===== config.mk =====
export PLATFORM = sky130hd
export DESIGN_NAME = fault_restart_overtorque_supervisor
export DESIGN_NICKNAME = d
export VERILOG_FILES = /design/src/hdl/supervisor_pkg.sv /design/src/hdl/torque_channel.sv /design/src/hdl/fault_restart_overtorque_supervisor.sv
export SDC_FILE = /design/constraint.sdc
export NUM_CORES = 1
export LEC_CHECK = 0
export ABC_AREA = 1
export BUFFER_PORTS_ARGS = -buffer_cell sky130_fd_sc_hd__buf_2
export CORE_ASPECT_RATIO = 0.7
export CORE_MARGIN = 1.5
export CORE_UTILIZATION = 46
export DETAILED_ROUTE_END_ITERATION = 12
export HOLD_SLACK_MARGIN = 0.08
export PLACE_DENSITY = 0.64
export REMOVE_ABC_BUFFERS = 1
export SLEW_MARGIN = 20
export SYNTH_ARGS = -nofsm -noshare
export SYNTH_HDL_FRONTEND = slang
export SYNTH_SLANG_ARGS = --single-unit
export TNS_END_PERCENT = 100

===== constraint.sdc =====
create_clock -name CLOCK -period 2.15 [get_ports CLOCK]
set_input_delay 0.215 -clock CLOCK [delete_from_list [all_inputs] [get_ports CLOCK]]
set_output_delay 0.215 -clock CLOCK [all_outputs]
set_load 0.05 [all_outputs]

===== src/hdl/supervisor_pkg.sv =====
// Constants and types for the fault restart and overtorque supervisor
package supervisor_pkg;
    localparam int CLOCK_HZ = 100_000_000;
    localparam int TICK_MS = 100;
    localparam int TICK_CYCLES = CLOCK_HZ / 1000 * TICK_MS;
    localparam int HEALTHY_MINUTES = 10;
    localparam int HEALTHY_TICKS = HEALTHY_MINUTES * 60 * 1000 / TICK_MS;
    localparam logic [3:0] RESTART_LIMIT_MAX = 4'hA;
    localparam logic [3:0] RESTART_LIMIT_RESET = 4'h0;
    localparam logic RESTART_CONTACT_RESET = 1'b0;
    localparam logic [2:0] MODE_OFF = 3'h0;
    localparam logic [2:0] MODE_AGREE_ALARM = 3'h1;
    localparam logic [2:0] MODE_ANY_ALARM = 3'h2;
    localparam logic [2:0] MODE_AGREE_FAULT = 3'h3;
    localparam logic [2:0] MODE_ANY_FAULT = 3'h4;
    localparam logic [2:0] MODE_RESET = 3'h0;
    localparam logic [8:0] LEVEL_MAX = 9'h12C;
    localparam logic [8:0] LEVEL_RESET = 9'h096;
    localparam logic [8:0] HYSTERESIS = 9'h005;
    localparam logic [6:0] TIME_MAX = 7'h64;
    localparam logic [6:0] TIME_RESET = 7'h01;
    localparam logic [4:0] FUNC_RESTARTING = 5'h1E;
    localparam logic [4:0] FUNC_TORQUE1_NO = 5'h0B;
    localparam logic [4:0] FUNC_TORQUE1_NC = 5'h17;
    localparam logic [4:0] FUNC_TORQUE2_NO = 5'h18;
    localparam logic [4:0] FUNC_TORQUE2_NC = 5'h19;
    localparam int FAULT_BITS = 13;
    localparam int TRIP_A_BIT = 11;
    localparam int TRIP_B_BIT = 12;
    typedef enum logic [2:0] {
        ST_IDLE = 3'b001,
        ST_RESTART = 3'b010,
        ST_LATCHED = 3'b100
    } restart_state_t;
endpackage


===== src/hdl/torque_channel.sv =====
// One overtorque detection channel
`timescale 1ns/10ps
`default_nettype none
module torque_channel
#(
    parameter int TIME_WIDTH = 7
)
(
    input wire logic CLOCK,
    input wire logic RESETN,
    input wire logic CE,
    input wire logic TICK,
    input wire logic [2:0] MODE,
    input wire logic [8:0] LEVEL,
    input wire logic [TIME_WIDTH-1:0] QUAL_TIME,
    input wire logic [8:0] SENSED,
    input wire logic SPEED_AGREE,
    output logic DETECTED,
    output logic FAULT_EVENT
);
    import supervisor_pkg::*;
    if (TIME_WIDTH < 7)
    begin : g_width_check
        $error("TIME_WIDTH too small");
    end
    logic [TIME_WIDTH:0] qual_count;
    logic armed;
    // Mode and speed agreement decide whether to look now
    assign armed = (MODE == MODE_ANY_ALARM) || (MODE == MODE_ANY_FAULT) ||
        (((MODE == MODE_AGREE_ALARM) || (MODE == MODE_AGREE_FAULT)) && SPEED_AGREE);
    wire logic above = armed && (SENSED > LEVEL);
    wire logic [9:0] release_level = {1'b0, LEVEL} - {1'b0, HYSTERESIS};
    wire logic released = !armed || release_level[9] || ({1'b0, SENSED} < release_level);
    wire logic qualified = qual_count > {1'b0, QUAL_TIME};
    wire logic stop_mode = (MODE == MODE_AGREE_FAULT) || (MODE == MODE_ANY_FAULT);
    always_ff @(posedge CLOCK or negedge RESETN)
    begin
        if (!RESETN)
        begin
            qual_count <= '0;
            DETECTED <= 1'b0;
            FAULT_EVENT <= 1'b0;
        end
        else if (CE)
        begin
            if (!above)
                qual_count <= '0;
            else if (TICK && !qualified)
                qual_count <= qual_count + 1'b1;
            if (DETECTED && released)
                DETECTED <= 1'b0;
            else if (above && qualified)
                DETECTED <= 1'b1;
            FAULT_EVENT <= above && qualified && !DETECTED && stop_mode;
        end
    end
endmodule // torque_channel
`default_nettype wire


===== src/hdl/fault_restart_overtorque_supervisor.sv =====
// Fault restart and two-channel overtorque supervisor top
`timescale 1ns/10ps
`default_nettype none
// What this block does
// - An eligible trip while running starts an automatic restart, at most restart_limit (0 to 10) times.
// - Only the thirteen listed trips are eligible; any other trip latches the fault at once.
// - The restart count clears after ten minutes of healthy running after a restart, and at power-up.
// - A multi-function output set to code 1E is on while a restart is in progress.
// - restart_contact_select 1 drives the fault contact during a restart, 0 keeps it off.
// - Restart and overtorque settings are only taken while the drive is stopped.
// - Two overtorque channels each have a mode 0 to 4, a level 0 to 300 percent and a time 0.0 to 10.0 s.
// - Modes are off, agree-only alarm, any-time alarm, agree-only fault and any-time fault.
// - Overtorque is declared only when sensed load stays above the level longer than the time.
// - The sensed value is torque percent in vector modes and current percent in V/f modes, chosen upstream.
// - Output codes B, 17, 18 and 19 show channel 1 or 2 overtorque as normally open or closed.
// - A detection releases once the load drops about 5 percent below the level, or once mode and speed agreement no longer arm its channel.
module fault_restart_overtorque_supervisor
#(
    parameter int TICK_COUNT = supervisor_pkg::TICK_CYCLES,
    parameter int HEALTHY_COUNT = supervisor_pkg::HEALTHY_TICKS,
    parameter int RESTART_CYCLES = 16
)
(
    input wire logic CLOCK,
    input wire logic RESETN,
    input wire logic CE,
    input wire logic RUNNING,
    input wire logic SPEED_AGREE,
    input wire logic [supervisor_pkg::FAULT_BITS-1:0] ELIGIBLE_TRIPS,
    input wire logic OTHER_TRIP,
    input wire logic FAULT_RESET,
    input wire logic [8:0] SENSED_LOAD,
    input wire logic CONFIG_WRITE,
    input wire logic [3:0] RESTART_LIMIT_IN,
    input wire logic RESTART_CONTACT_SELECT_IN,
    input wire logic [2:0] TORQUE_CHAN1_MODE_IN,
    input wire logic [8:0] TORQUE_CHAN1_LEVEL_IN,
    input wire logic [6:0] TORQUE_CHAN1_TIME_IN,
    input wire logic [2:0] TORQUE_CHAN2_MODE_IN,
    input wire logic [8:0] TORQUE_CHAN2_LEVEL_IN,
    input wire logic [6:0] TORQUE_CHAN2_TIME_IN,
    input wire logic [4:0] MULTI_OUTPUT_1_FUNCTION,
    input wire logic [4:0] MULTI_OUTPUT_2_FUNCTION,
    input wire logic [4:0] MULTI_OUTPUT_3_FUNCTION,
    output logic CONFIG_REJECTED,
    output logic [3:0] RESTART_COUNT,
    output logic RESTART_REQUEST,
    output logic STOP_OUTPUT,
    output logic FAULT_CONTACT,
    output logic TORQUE_ALARM_1,
    output logic TORQUE_ALARM_2,
    output logic [2:0] MULTI_OUTPUT
);
    import supervisor_pkg::*;
    if (TICK_COUNT < 1 || HEALTHY_COUNT < 1 || RESTART_CYCLES < 1)
    begin : g_count_check
        $error("bad count parameter");
    end
    // ==========================================
    // Settings, taken only while stopped
    logic [3:0] restart_limit;
    logic restart_contact_select;
    logic [2:0] torque_chan1_mode;
    logic [8:0] torque_chan1_level;
    logic [6:0] torque_chan1_time;
    logic [2:0] torque_chan2_mode;
    logic [8:0] torque_chan2_level;
    logic [6:0] torque_chan2_time;
    wire logic config_valid = (RESTART_LIMIT_IN <= RESTART_LIMIT_MAX) && (TORQUE_CHAN1_MODE_IN <= MODE_ANY_FAULT) &&
        (TORQUE_CHAN2_MODE_IN <= MODE_ANY_FAULT) && (TORQUE_CHAN1_LEVEL_IN <= LEVEL_MAX) &&
        (TORQUE_CHAN2_LEVEL_IN <= LEVEL_MAX) && (TORQUE_CHAN1_TIME_IN <= TIME_MAX) &&
        (TORQUE_CHAN2_TIME_IN <= TIME_MAX);
    wire logic config_take = CONFIG_WRITE && !RUNNING && config_valid;
    always_ff @(posedge CLOCK or negedge RESETN)
    begin
        if (!RESETN)
        begin
            restart_limit <= RESTART_LIMIT_RESET;
            restart_contact_select <= RESTART_CONTACT_RESET;
            torque_chan1_mode <= MODE_RESET;
            torque_chan1_level <= LEVEL_RESET;
            torque_chan1_time <= TIME_RESET;
            torque_chan2_mode <= MODE_RESET;
            torque_chan2_level <= LEVEL_RESET;
            torque_chan2_time <= TIME_RESET;
            CONFIG_REJECTED <= 1'b0;
        end
        else if (CE)
        begin
            CONFIG_REJECTED <= CONFIG_WRITE && !config_take;
            if (config_take)
            begin
                restart_limit <= RESTART_LIMIT_IN;
                restart_contact_select <= RESTART_CONTACT_SELECT_IN;
                torque_chan1_mode <= TORQUE_CHAN1_MODE_IN;
                torque_chan1_level <= TORQUE_CHAN1_LEVEL_IN;
                torque_chan1_time <= TORQUE_CHAN1_TIME_IN;
                torque_chan2_mode <= TORQUE_CHAN2_MODE_IN;
                torque_chan2_level <= TORQUE_CHAN2_LEVEL_IN;
                torque_chan2_time <= TORQUE_CHAN2_TIME_IN;
            end
        end
    end
    // ==========================================
    // Tenth-second tick
    logic [31:0] tick_div;
    logic tick;
    always_ff @(posedge CLOCK or negedge RESETN)
    begin
        if (!RESETN)
        begin
            tick_div <= '0;
            tick <= 1'b0;
        end
        else if (CE)
        begin
            tick <= tick_div == 32'(TICK_COUNT - 1);
            tick_div <= (tick_div == 32'(TICK_COUNT - 1)) ? '0 : tick_div + 32'h1;
        end
    end
    // ==========================================
    // Overtorque channels
    logic trip_a;
    logic trip_b;
    torque_channel #(.TIME_WIDTH(7)) u_chan1 (.CLOCK(CLOCK), .RESETN(RESETN), .CE(CE), .TICK(tick),
        .MODE(torque_chan1_mode), .LEVEL(torque_chan1_level), .QUAL_TIME(torque_chan1_time),
        .SENSED(SENSED_LOAD), .SPEED_AGREE(SPEED_AGREE), .DETECTED(TORQUE_ALARM_1), .FAULT_EVENT(trip_a));
    torque_channel #(.TIME_WIDTH(7)) u_chan2 (.CLOCK(CLOCK), .RESETN(RESETN), .CE(CE), .TICK(tick),
        .MODE(torque_chan2_mode), .LEVEL(torque_chan2_level), .QUAL_TIME(torque_chan2_time),
        .SENSED(SENSED_LOAD), .SPEED_AGREE(SPEED_AGREE), .DETECTED(TORQUE_ALARM_2), .FAULT_EVENT(trip_b));
    // ==========================================
    // Restart sequencer
    logic [FAULT_BITS-1:0] trips;
    always_comb
    begin
        trips = ELIGIBLE_TRIPS;
        trips[TRIP_A_BIT] = ELIGIBLE_TRIPS[TRIP_A_BIT] | trip_a;
        trips[TRIP_B_BIT] = ELIGIBLE_TRIPS[TRIP_B_BIT] | trip_b;
    end
    wire logic eligible = |trips;
    wire logic may_retry = RESTART_COUNT < restart_limit;
    restart_state_t state;
    restart_state_t next_state;
    logic [31:0] healthy_ticks;
    logic [15:0] restart_timer;
    logic healthy_armed;
    always_comb
    begin
        next_state = state;
        case (state)
            ST_IDLE:
            begin
                if (OTHER_TRIP)
                    next_state = ST_LATCHED;
                else if (eligible && RUNNING && may_retry)
                    next_state = ST_RESTART;
                else if (eligible)
                    next_state = ST_LATCHED;
            end
            ST_RESTART:
            begin
                if (OTHER_TRIP)
                    next_state = ST_LATCHED;
                else if (restart_timer == 16'(RESTART_CYCLES - 1))
                    next_state = ST_IDLE;
            end
            ST_LATCHED:
            begin
                if (FAULT_RESET && !RUNNING)
                    next_state = ST_IDLE;
            end
            default: next_state = ST_LATCHED;
        endcase
    end
    always_ff @(posedge CLOCK or negedge RESETN)
    begin
        if (!RESETN)
        begin
            state <= ST_IDLE;
            RESTART_COUNT <= '0;
            restart_timer <= '0;
            healthy_ticks <= '0;
            healthy_armed <= 1'b0;
        end
        else if (CE)
        begin
            state <= next_state;
            restart_timer <= (state == ST_RESTART) ? restart_timer + 16'h1 : '0;
            if (state == ST_IDLE && next_state == ST_RESTART)
            begin
                RESTART_COUNT <= RESTART_COUNT + 4'h1;
                healthy_armed <= 1'b1;
                healthy_ticks <= '0;
            end
            else if (state != ST_IDLE || !RUNNING || eligible)
                healthy_ticks <= '0;
            else if (healthy_armed && tick)
            begin
                if (healthy_ticks == 32'(HEALTHY_COUNT - 1))
                begin
                    RESTART_COUNT <= '0;
                    healthy_armed <= 1'b0;
                    healthy_ticks <= '0;
                end
                else
                    healthy_ticks <= healthy_ticks + 32'h1;
            end
        end
    end
    // ==========================================
    // Outputs
    wire logic restarting = state == ST_RESTART;
    wire logic [4:0] functions [3] = '{MULTI_OUTPUT_1_FUNCTION, MULTI_OUTPUT_2_FUNCTION, MULTI_OUTPUT_3_FUNCTION};
    logic [2:0] next_multi;
    genvar gi;
    generate
        for (gi = 0; gi < 3; gi++)
        begin : g_out
            assign next_multi[gi] = ((functions[gi] == FUNC_RESTARTING) && restarting) ||
                ((functions[gi] == FUNC_TORQUE1_NO) && TORQUE_ALARM_1) ||
                ((functions[gi] == FUNC_TORQUE1_NC) && !TORQUE_ALARM_1) ||
                ((functions[gi] == FUNC_TORQUE2_NO) && TORQUE_ALARM_2) ||
                ((functions[gi] == FUNC_TORQUE2_NC) && !TORQUE_ALARM_2);
        end
    endgenerate
    always_ff @(posedge CLOCK or negedge RESETN)
    begin
        if (!RESETN)
        begin
            MULTI_OUTPUT <= '0;
            FAULT_CONTACT <= 1'b0;
            STOP_OUTPUT <= 1'b0;
            RESTART_REQUEST <= 1'b0;
        end
        else if (CE)
        begin
            MULTI_OUTPUT <= next_multi;
            FAULT_CONTACT <= (state == ST_LATCHED) || (restarting && restart_contact_select);
            STOP_OUTPUT <= state != ST_IDLE;
            RESTART_REQUEST <= restarting && (restart_timer == 16'(RESTART_CYCLES - 1));
        end
    end
endmodule // fault_restart_overtorque_supervisor
`default_nettype wire


* After elaboration in Yosys (flattened, before gate mapping)
Index checks and enable logic that the tools add are counted.
** Word-level totals
- Register bits after elaboration :: 159
- Latch bits :: 0
- Bits in writable memories :: 0
- Memory bits (read-only) :: 0
- Memories kept :: 0
** Cells by class
- Add/subtract/negate cells :: 8
- $mul :: 0
- Div/mod/pow operators :: 0
- Magnitude comparators :: 14
- Eq/ne operators :: 34
- Shift-type cells :: 0
- Multiplexer cells :: 29
- Bitwise gates (word level) :: 2
- Reductions and logical operators :: 93
** Operators by type and width (count)
- 2-to-1 mux 32 bit :: 5
- adder 32 x 1 -> 32 bit, second input constant :: 2
- equality test 5 bit, second input constant :: 12
- logical AND 1 bit :: 45
- equality test 32 x 13 -> 1 bit, second input constant :: 1
- equality test 32 x 24 -> 1 bit, second input constant :: 1
- 2-to-1 mux 8 bit :: 4
- logical OR 1 bit :: 27
- < comparator 9 x 10 -> 1 bit :: 2
- subtractor 9 x 3 -> 10 bit, second input constant :: 2
- equality test 3 x 2 -> 1 bit, second input constant :: 6
- greater-than comparator 9 bit :: 2
- <= comparator 9 bit, second input constant :: 2
- 2-to-1 mux 3 bit :: 6
- adder 16 x 1 -> 16 bit, second input constant :: 1
- adder 8 x 1 -> 8 bit, second input constant :: 2
- equality test 16 x 4 -> 1 bit, second input constant :: 1
- greater-than comparator 8 x 7 -> 1 bit :: 2
- 2-to-1 mux 16 bit :: 1
- 2-to-1 mux 4 bit :: 4
- equality test 5 x 4 -> 1 bit, second input constant :: 3
- <= comparator 7 bit, second input constant :: 2
- OR reduction 13 bit :: 1
- AND reduction 2 bit :: 6
- 15 further kinds :: 40

* Logic depth before layout (Yosys ltp)
Gate-level depths: netlist of run 1.
- Depth in word-level cells :: 11
- Mapped depth :: 16

* Modules after synthesis
Synthesis of run 1 repeated with hierarchy kept, for this count alone.
** Unflattened totals
- Cells, all modules :: 1573
- Area total of the unflattened synthesis :: 11170.7 µm²
** Modules (own cells, without submodules)
- fault_restart_overtorque_supervisor :: instances 1, cells each 1171, area an instance 8308.0 µm²
- torque_channel :: instances 2, cells each 201, area an instance 1431.4 µm²

* Worst setup path after synthesis of run 1
OpenSTA, ideal clock, no wires.
- Kind :: register -> register
- From :: reg torque_chan1_level[1]
- To :: reg u_chan1.DETECTED
- Library setup time :: 120 ps
- Arrival :: 2084 ps
- Required time :: 2030 ps
- Slack :: -54 ps
- Stages on the path, launching flop included :: 16
- Buffers on the path :: 0
- Cell sequence :: dfstp_2 > inv_1 > ha_1 > or2_2 > nand3_1 > nor3_1 > xor2_1 > ha_1 > nand3_1 > nand2_1 > nor2_1 > nand2_1 > nand2_1 > nand2_1 > nand2_1 > nand2_1
** On the way
- Cells in the longest elaborated chain, start to end :: 6
- Elaborated cells between the ends (all ways) :: 11
** RTL lines
- from (decl) :: RTL line fault_restart_overtorque_supervisor.sv:64 : logic [8:0] torque_chan1_level;
- from (signal assigned) :: RTL line fault_restart_overtorque_supervisor.sv:81 : torque_chan1_level <= LEVEL_RESET;
- from (signal assigned) :: RTL line fault_restart_overtorque_supervisor.sv:96 : torque_chan1_level <= TORQUE_CHAN1_LEVEL_IN;
- subtractor 9 x 3 -> 10 bit :: RTL line torque_channel.sv:32 : wire logic [9:0] release_level = {1'b0, LEVEL} - {1'b0, HYSTERESIS};
- < comparator 9 x 10 -> 1 bit / logical OR 1 bit (equally long branches) :: RTL line torque_channel.sv:33 : wire logic released = !armed || release_level[9] || ({1'b0, SENSED} < release_level);
- logical OR 1 bit :: RTL line torque_channel.sv:33
- logical AND 1 bit :: RTL line torque_channel.sv:50 : if (DETECTED && released)
- nonzero test 2 bit (no line)
- AND reduction 2 bit (no line)
- to (signal assigned) :: RTL line torque_channel.sv:41 : DETECTED <= 1'b0;
- to (signal assigned) :: RTL line torque_channel.sv:51 : DETECTED <= 1'b0;
- to (signal assigned) :: RTL line torque_channel.sv:53 : DETECTED <= 1'b1;
- to (decl) :: RTL line torque_channel.sv:18 : output logic DETECTED,
Parallel ways exist; a longest one is shown, timed or not.
A chain may end at the register's enable or synchronous reset.

* Worst setup path in the final report of run 1
Ends and elaborated chain as after synthesis.

==> results.yml, run 1 <==
yosys:
  synth_area_leaders: "dfrtp_1, nand2_1, ha_1, inv_1, nand4_1"
  ys_async_sr_fraction: 1.00
  synthCells: 1564
  synth-edff-count: 0
  ys_ff_latch: 159
  synth-main-ff-cell: "dfrtp_1"
  yosysUniqueCellTypes: 45
  syn_area_sq_mm: 0.0110
  synth.top_cell.area_share: 0.337
  synth_seq_area_share: 0.363
  synth_area_per_cell_sq_um: 7.03
  synth_top_area_cell: "dfrtp_1"
  yosys_warnings: 0
worst_setup_path:
  r2r_start: "torque_chan1_level[1]"
  worstPathMaxFanout: 3
  r2r_cells: 15
  required_ps: 2480
  critPathLaunchType: "register"
  critPathCaptureType: "register"
  crit_type: "register to register"
  reg2reg_to: "u_chan1.DETECTED"
  ff2ff_setup_slack_ps: -100
  crit_path_end: "u_chan1.DETECTED"
  arrival_ps: 2570
  crit_path_start: "torque_chan1_level[1]"
route:
  drt-pass1-iter-count: 6
  post_drt_wl_per_cell_microns: 15.2
  drt-initial-drc-count: 866
  vias_per_cell: 5.32
  ant_nets: 0
  wl_mm: 31.8
  num_vias: 11100
  drc: 0
global_routing:
  grtUsageTotal: 0.268
  antenna_found_initial: 0
  grt_pass1_wl_mm: 53.4
  grt_max_degree: 49
  first_global_vias: 10500
  grt-ovfl-total: 0
clocking:
  cts_setup_buffers: 0
  cts_buffer_depth: 2
  h-tree-depth: 4
  cts.sinks: 159
  clkSlewWorstSetupHoldPaths_ps: 70
  clockRootBuffer: "clkbuf_16"
  cts_made_buffers: 17
  clk_latency_ps: 440
  cts_tree: "yes"
pwr:
  power.density_mw_per_mm2: 675
  power_w: 0.00905
  p_leak_nw: 6.50
  vdd_drop_max_mv: 0.593
job:
  drv_cap: 0
timing:
  layout_min_cycle_time_ps: 2250
  setup_viol: 2
  post-route-period-util: 1.05
  tightest_slew_ps: 543
  hold_ws_ps: 87.0
  slew_violations: 0
  finalHoldViolations: 0
  max_slew_margin: 0.635
  max_clock_freq_mhz: 445
  rsz0062_at_grt: "yes"
  fin_setup_tns_ps: -152
  worst_slack_ps: -98.7
  fin_skew_ps: 10.7
cells_and_area:
  fin_util: 0.570
  fin_nets: 1902
  num_antenna_cells: 0
  drive_above_1_share: 0.146
  final_cell_mix: "nand2_1, inv_1, dfrtp_1"
  multi_input_area_sq_mm: 0.00631
  layout.cells.non_filler: 2084
  nFillCells: 2260
  syn_to_final_growth_pct: 22.0
  regArea_sq_mm: 0.00399
  layout_commonest_cell: "nand2_1"
placement:
  dpl.cell_count: 2007
  dpl.hpwl_mm: 24.2
  port_buffers: 100
  place_congestion: 0.958
floorplan:
  die_w_microns: 188
  placementRows: 47
  die-area_sq_mm: 0.0248
  die_h_microns: 132
  io_pins: 101
  core_region_area_sq_mm: 0.0235
  start_util: 0.467
status:
  violations: "negative setup slack"
  status: "finished, violations left"
hold_path:
  hp-class: "primary input to register"
==> worst max-delay path: stages, from the launching register on <==
cell	delay, ps
dfstp_2	540
inv_2	60
ha_4	150
or2_4	250
nand2_1	80
xor2_1	180
ha_1	260
nand2_1	90
o21a_1	140
nor2_1	40
nor2_1	80
nand2_1	50
nand2_1	50
nand2_1	50
nand2_1	80
nand2_1	50
==> power by group <==
| part | internal, W | switching, W |
|---|---|---|
| sequential | 0.00329 | 0.000292 |
| clock | 0.00157 | 0.00137 |
| combinational | 0.000986 | 0.00154 |
==> worst min-delay path by stage <==
stage | from | endpoint | slack, ps | cells past startpoint
after floorplan | RESETN | CONFIG_REJECTED | -80 | 0
after global placement | RESETN | torque_chan2_time[4] | 200 | 1
after detailed placement | RESETN | torque_chan2_time[4] | 200 | 1
after CTS | RESTART_LIMIT_IN[1] | restart_limit[1] | 80 | 3
after global routing | RESTART_LIMIT_IN[1] | restart_limit[1] | 90 | 3
final | RESTART_LIMIT_IN[1] | restart_limit[1] | 90 | 3
==> Yosys cell counts, types with 2 or more instances <==
| master | count |
|---|---|
| nand4_1 | 96 |
| ha_1 | 61 |
| o211ai_1 | 5 |
| o21a_1 | 5 |
| dfrtp_1 | 148 |
| nor3_2 | 3 |
| buf_1 | 2 |
| nand3b_1 | 7 |
| a211oi_1 | 3 |
| a31oi_1 | 2 |
| nand2_1 | 456 |
| or2_2 | 9 |
| nor3_1 | 60 |
| nor4_1 | 9 |
| inv_1 | 184 |
| a21oi_2 | 2 |
| xnor2_1 | 11 |
| nor2_1 | 135 |
| xor2_1 | 39 |
| dfstp_2 | 11 |
| nor2_2 | 5 |
| a21o_1 | 4 |
| buf_4 | 3 |
| buf_2 | 8 |
| o31ai_1 | 2 |
| o21ai_1 | 31 |
| nand3_1 | 119 |
| nor3b_1 | 7 |
| o21ai_0 | 58 |
| a21oi_1 | 43 |
| o21bai_1 | 2 |
| a41oi_1 | 2 |
| clkbuf_1 | 20 |
==> routing by layer <==
metal,part of all wire,vias up,global-route usage,routed length (microns)
met5,0,-,0,0
met4,0.013,0,0.0600,425
met3,0.081,30,0.0636,2570
met2,0.41,365,0.385,12900
met1,0.50,5116,0.403,15900
li1,-,5571,-,-
==> cell families after synthesis <==
kind of cell / share of synthesized area
buf+inv: 0.0779
fa+ha+maj: 0.0695
xor+xnor: 0.0398
compound gates: 0.0811
mux: 0.000911
flops: 0.363
simple gates: 0.368
==> timing repair <==
item,CTS,global route
endpoints found under the setup margin,16,21
pin swaps,14,7
hold endpoints to repair,80,0
hold buffers,45,0
resized for setup,20,18
==> state kept, by name (all words and copies together) (netlist names), 3 cells and up <==
name,cells
u_chan2.qual_count,8
RESTART_COUNT,4
torque_chan1_time,7
state,3
healthy_ticks,32
tick_div,32
MULTI_OUTPUT,3
torque_chan1_mode,3
u_chan1.qual_count,8
torque_chan2_level,9
restart_timer,16
restart_limit,4
torque_chan2_time,7
torque_chan2_mode,3
torque_chan1_level,9
==> final cells by class <==
type	count	area share
Inverter	186	0.0522
Sequential cell	159	0.298
Clock buffer	20	0.0341
Timing Repair Buffer	204	0.108
Tap cell	318	0.0297
Clock inverter	12	0.00765
Multi-Input combinational cell	1185	0.470
==> through the flow <==
step	cell area, sq um	worst slack, ps
after global routing	13400	-240
after floorplan	10800	-530
after CTS	13300	-73.8
final	13400	-98.7
after global placement	12200	-158
after detailed placement	12200	-224
(Power assumes the default switching activity.)
==> inputs of run 2 (changes only) <==
Settings changed: BUFFER_PORTS_ARGS -buffer_cell sky130_fd_sc_hd__buf_2 to unset, DONT_BUFFER_PORTS set to 1, PLACE_DENSITY 0.64 to 0.6.
==> run 2 against run 1 <==
Net effect: the run ends with negative hold slack, negative setup slack left; global-route usage decreased by 0.47 points; sequential share of layout area is 0.79 points lower; clock power increased by 8.8%; total power increased by 2.6%; register-to-register slack is essentially flat; count of clock-buffer cells in the layout decreased by 3; hold slack worse by 620 ps; non-clock buffer count shrank 32; routed wire length is 1.9% higher; critical path depth up 1; cell count down 1.5%; critical path type unchanged; critical endpoint unchanged.
==> results.yml, run 2 (synthesis results as in run 1) <==
floorplan:
  io_pins: 101
  die_w_microns: 188
  placementRows: 47
  core_region_area_sq_mm: 0.0235
  die_h_microns: 132
  start_util: 0.467
  die-area_sq_mm: 0.0248
global_routing:
  antenna_found_initial: 0
  first_global_vias: 10200
  grtUsageTotal: 0.263
  grt_max_degree: 160
  grt-ovfl-total: 0
  grt_pass1_wl_mm: 52.5
worst_setup_path:
  arrival_ps: 2620
  critPathLaunchType: "register"
  crit_type: "register to register"
  max_stage_delay_ps: 540
  required_ps: 2530
  cp_num_buf_inv: 4
  cp_top_family: "simple AND/OR/NAND/NOR gates"
  critPathCaptureType: "register"
  crit_top_cell: "nand2_1"
  worstPathMaxFanout: 2
  crit_chain: "inv_2, buf_6, nand3_4, nand4_1, buf_4, xor2_1, ha_1, nand2_1, buf_4, nor2_1, nand3_1, nand2_1, nand2_1, nand2_1, nand2_1, nand2_1"
  cpMaxStageDelayCell: "dfstp_2"
placement:
  placed_area_sq_mm: 0.0117
  port_buffers: 0
  dpl.hpwl_mm: 22.8
  place_congestion: 0.976
route:
  vias_per_cell: 5.41
  drt-initial-drc-count: 916
  highest_layer: "met4"
  post_drt_wl_per_cell_microns: 15.8
  num_vias: 11100
  ant_nets: 0
  drc: 0
  wl_mm: 32.4
  wl_met3_mm: 2.06
  wl_met1_mm: 15.6
  drt-pass1-iter-count: 6
  wl_met2_mm: 14.0
timing:
  layout_min_cycle_time_ps: 2250
  post-route-period-util: 1.05
  max_clock_freq_mhz: 445
  finalHoldViolations: 175
  worst_slack_ps: -98.0
  fin_skew_ps: 10.2
  fin_setup_tns_ps: -154
  rsz0062_at_grt: "yes"
  tightest_slew_ps: 522
  slew_violations: 0
  max_slew_margin: 0.649
  setup_viol: 2
  hold_ws_ps: -536
cells_and_area:
  syn_to_final_growth_pct: 25.4
  nFillCells: 2188
  multi_input_area_sq_mm: 0.00646
  drive_above_1_share: 0.106
  regArea_sq_mm: 0.00399
  num_antenna_cells: 0
  final_cell_mix: "nand2_1, inv_1, dfrtp_1"
  final_area_sq_mm: 0.0138
  fin_nets: 1870
  layout_commonest_cell: "nand2_1"
  top_regs: "healthy_ticks x32, tick_div x32, restart_timer x16"
clocking:
  cts_tree: "yes"
  cts.sinks: 159
  h-tree-depth: 4
  clockRootBuffer: "clkbuf_16"
  clk_latency_ps: 440
  clkSlewWorstSetupHoldPaths_ps: 70
  cts_made_buffers: 17
  cts_buffer_depth: 2
pwr:
  p_int_w: 0.00609
  p_clk_frac: 0.345
  pwr-share-comb: 0.264
  vdd_drop_max_mv: 0.566
  power.switching_w: 0.00320
  p_sw_frac: 0.344
  p_leak_nw: 6.29
  power.density_mw_per_mm2: 674
  power_frac_seq: 0.391
job:
  drv_cap: 0
status:
  status: "finished, violations left"
  violations: "negative hold slack, negative setup slack"
hold_path:
  hp-class: "primary input to asynchronous set/reset pin"
## run 2: cell types whose count changed in the layout (fill, tap and decap cells not counted), moves of 5 or more
| cell | previous run | this run |
|---|---|---|
| buf_2 | 98 | 0 |
| dlygate4sd3_1 | 45 | 112 |
| nand3_1 | 114 | 106 |
| nand3_2 | 4 | 12 |
| clkinvlp_4 | 6 | 1 |
## run 2: final timing paths
check | from | end | slack [ps] | cells after the start
min in group CLOCK | CE | tick_div[0] | -120 | 1
setup reg to reg | torque_chan1_level[1] | u_chan1.DETECTED | -100 | 16
hold reg to reg | restart_limit[0] | restart_limit[0] | 480 | 2
setup / recovery | torque_chan1_level[1] | u_chan1.DETECTED | -100 | 16
hold / removal | RESETN | torque_chan1_level[5] | -540 | 0
max in group asynchronous | RESETN | torque_chan1_level[2] | 2360 | 0
## run 2: power by group through the flow
| stage | registers, W | clock network, W | logic (W) |
|---|---|---|---|
| CTS | 0.00362 | 0.00327 | 0.00221 |
| global placement | 0.00366 | 0 | 0.00201 |
| finish | 0.00364 | 0.00320 | 0.00245 |
| global route | 0.00367 | 0.00339 | 0.00278 |
| detailed placement | 0.00367 | 0 | 0.00207 |
| floorplan | 0.00365 | 0 | 0.00143 |
## run 2: repair_timing
item | CTS | global route
hold buffers | 111 | 1
endpoints found under the setup margin | 2 | 50
resized for setup | 9 | 69
pin swaps | 7 | 43
endpoints found under the hold margin | 235 | 176
setup buffers | 1 | 4
## run 2: metrics by stage
stage / cells / setup slack (ps) / hold slack (ps) / power [W] / utilization
after floorplan: 1530 / -530 / -80.6 / 0.00507 / -
after global placement: 1903 / -126 / -75.7 / 0.00568 / 0.497
final: 2052 / -98.0 / -536 / 0.00929 / 0.586
after CTS: 2047 / -116 / -550 / 0.00910 / 0.571
after global routing: 2052 / -264 / -554 / 0.00985 / 0.586
after detailed placement: 1903 / -174 / -74.9 / 0.00573 / 0.497
## run 2: area by class of cell
| cell class | count | area share |
|---|---|---|
| clock buffers | 17 | 0.0309 |
| clock inverters | 15 | 0.0132 |
| inverters | 186 | 0.0509 |
| multi-input cells | 1185 | 0.469 |
| flip-flops and latches | 159 | 0.290 |
| well taps | 318 | 0.0289 |
| repair buffers | 172 | 0.117 |
## run 2: per-layer routing
metal	vias up	track usage
met5	-	0
met4	0	0.0716
met3	48	0.0551
met2	362	0.399
met1	5171	0.379
li1	5512	-
## run 2: worst reg2reg max path, stage by stage, from the launching register on
cell	delay, ps
dfstp_2	540
inv_2	40
buf_6	110
nand3_4	50
nand4_1	140
buf_4	180
xor2_1	130
ha_1	310
nand2_1	70
buf_4	130
nor2_1	100
nand3_1	90
nand2_1	80
nand2_1	50
nand2_1	60
nand2_1	50
nand2_1	60
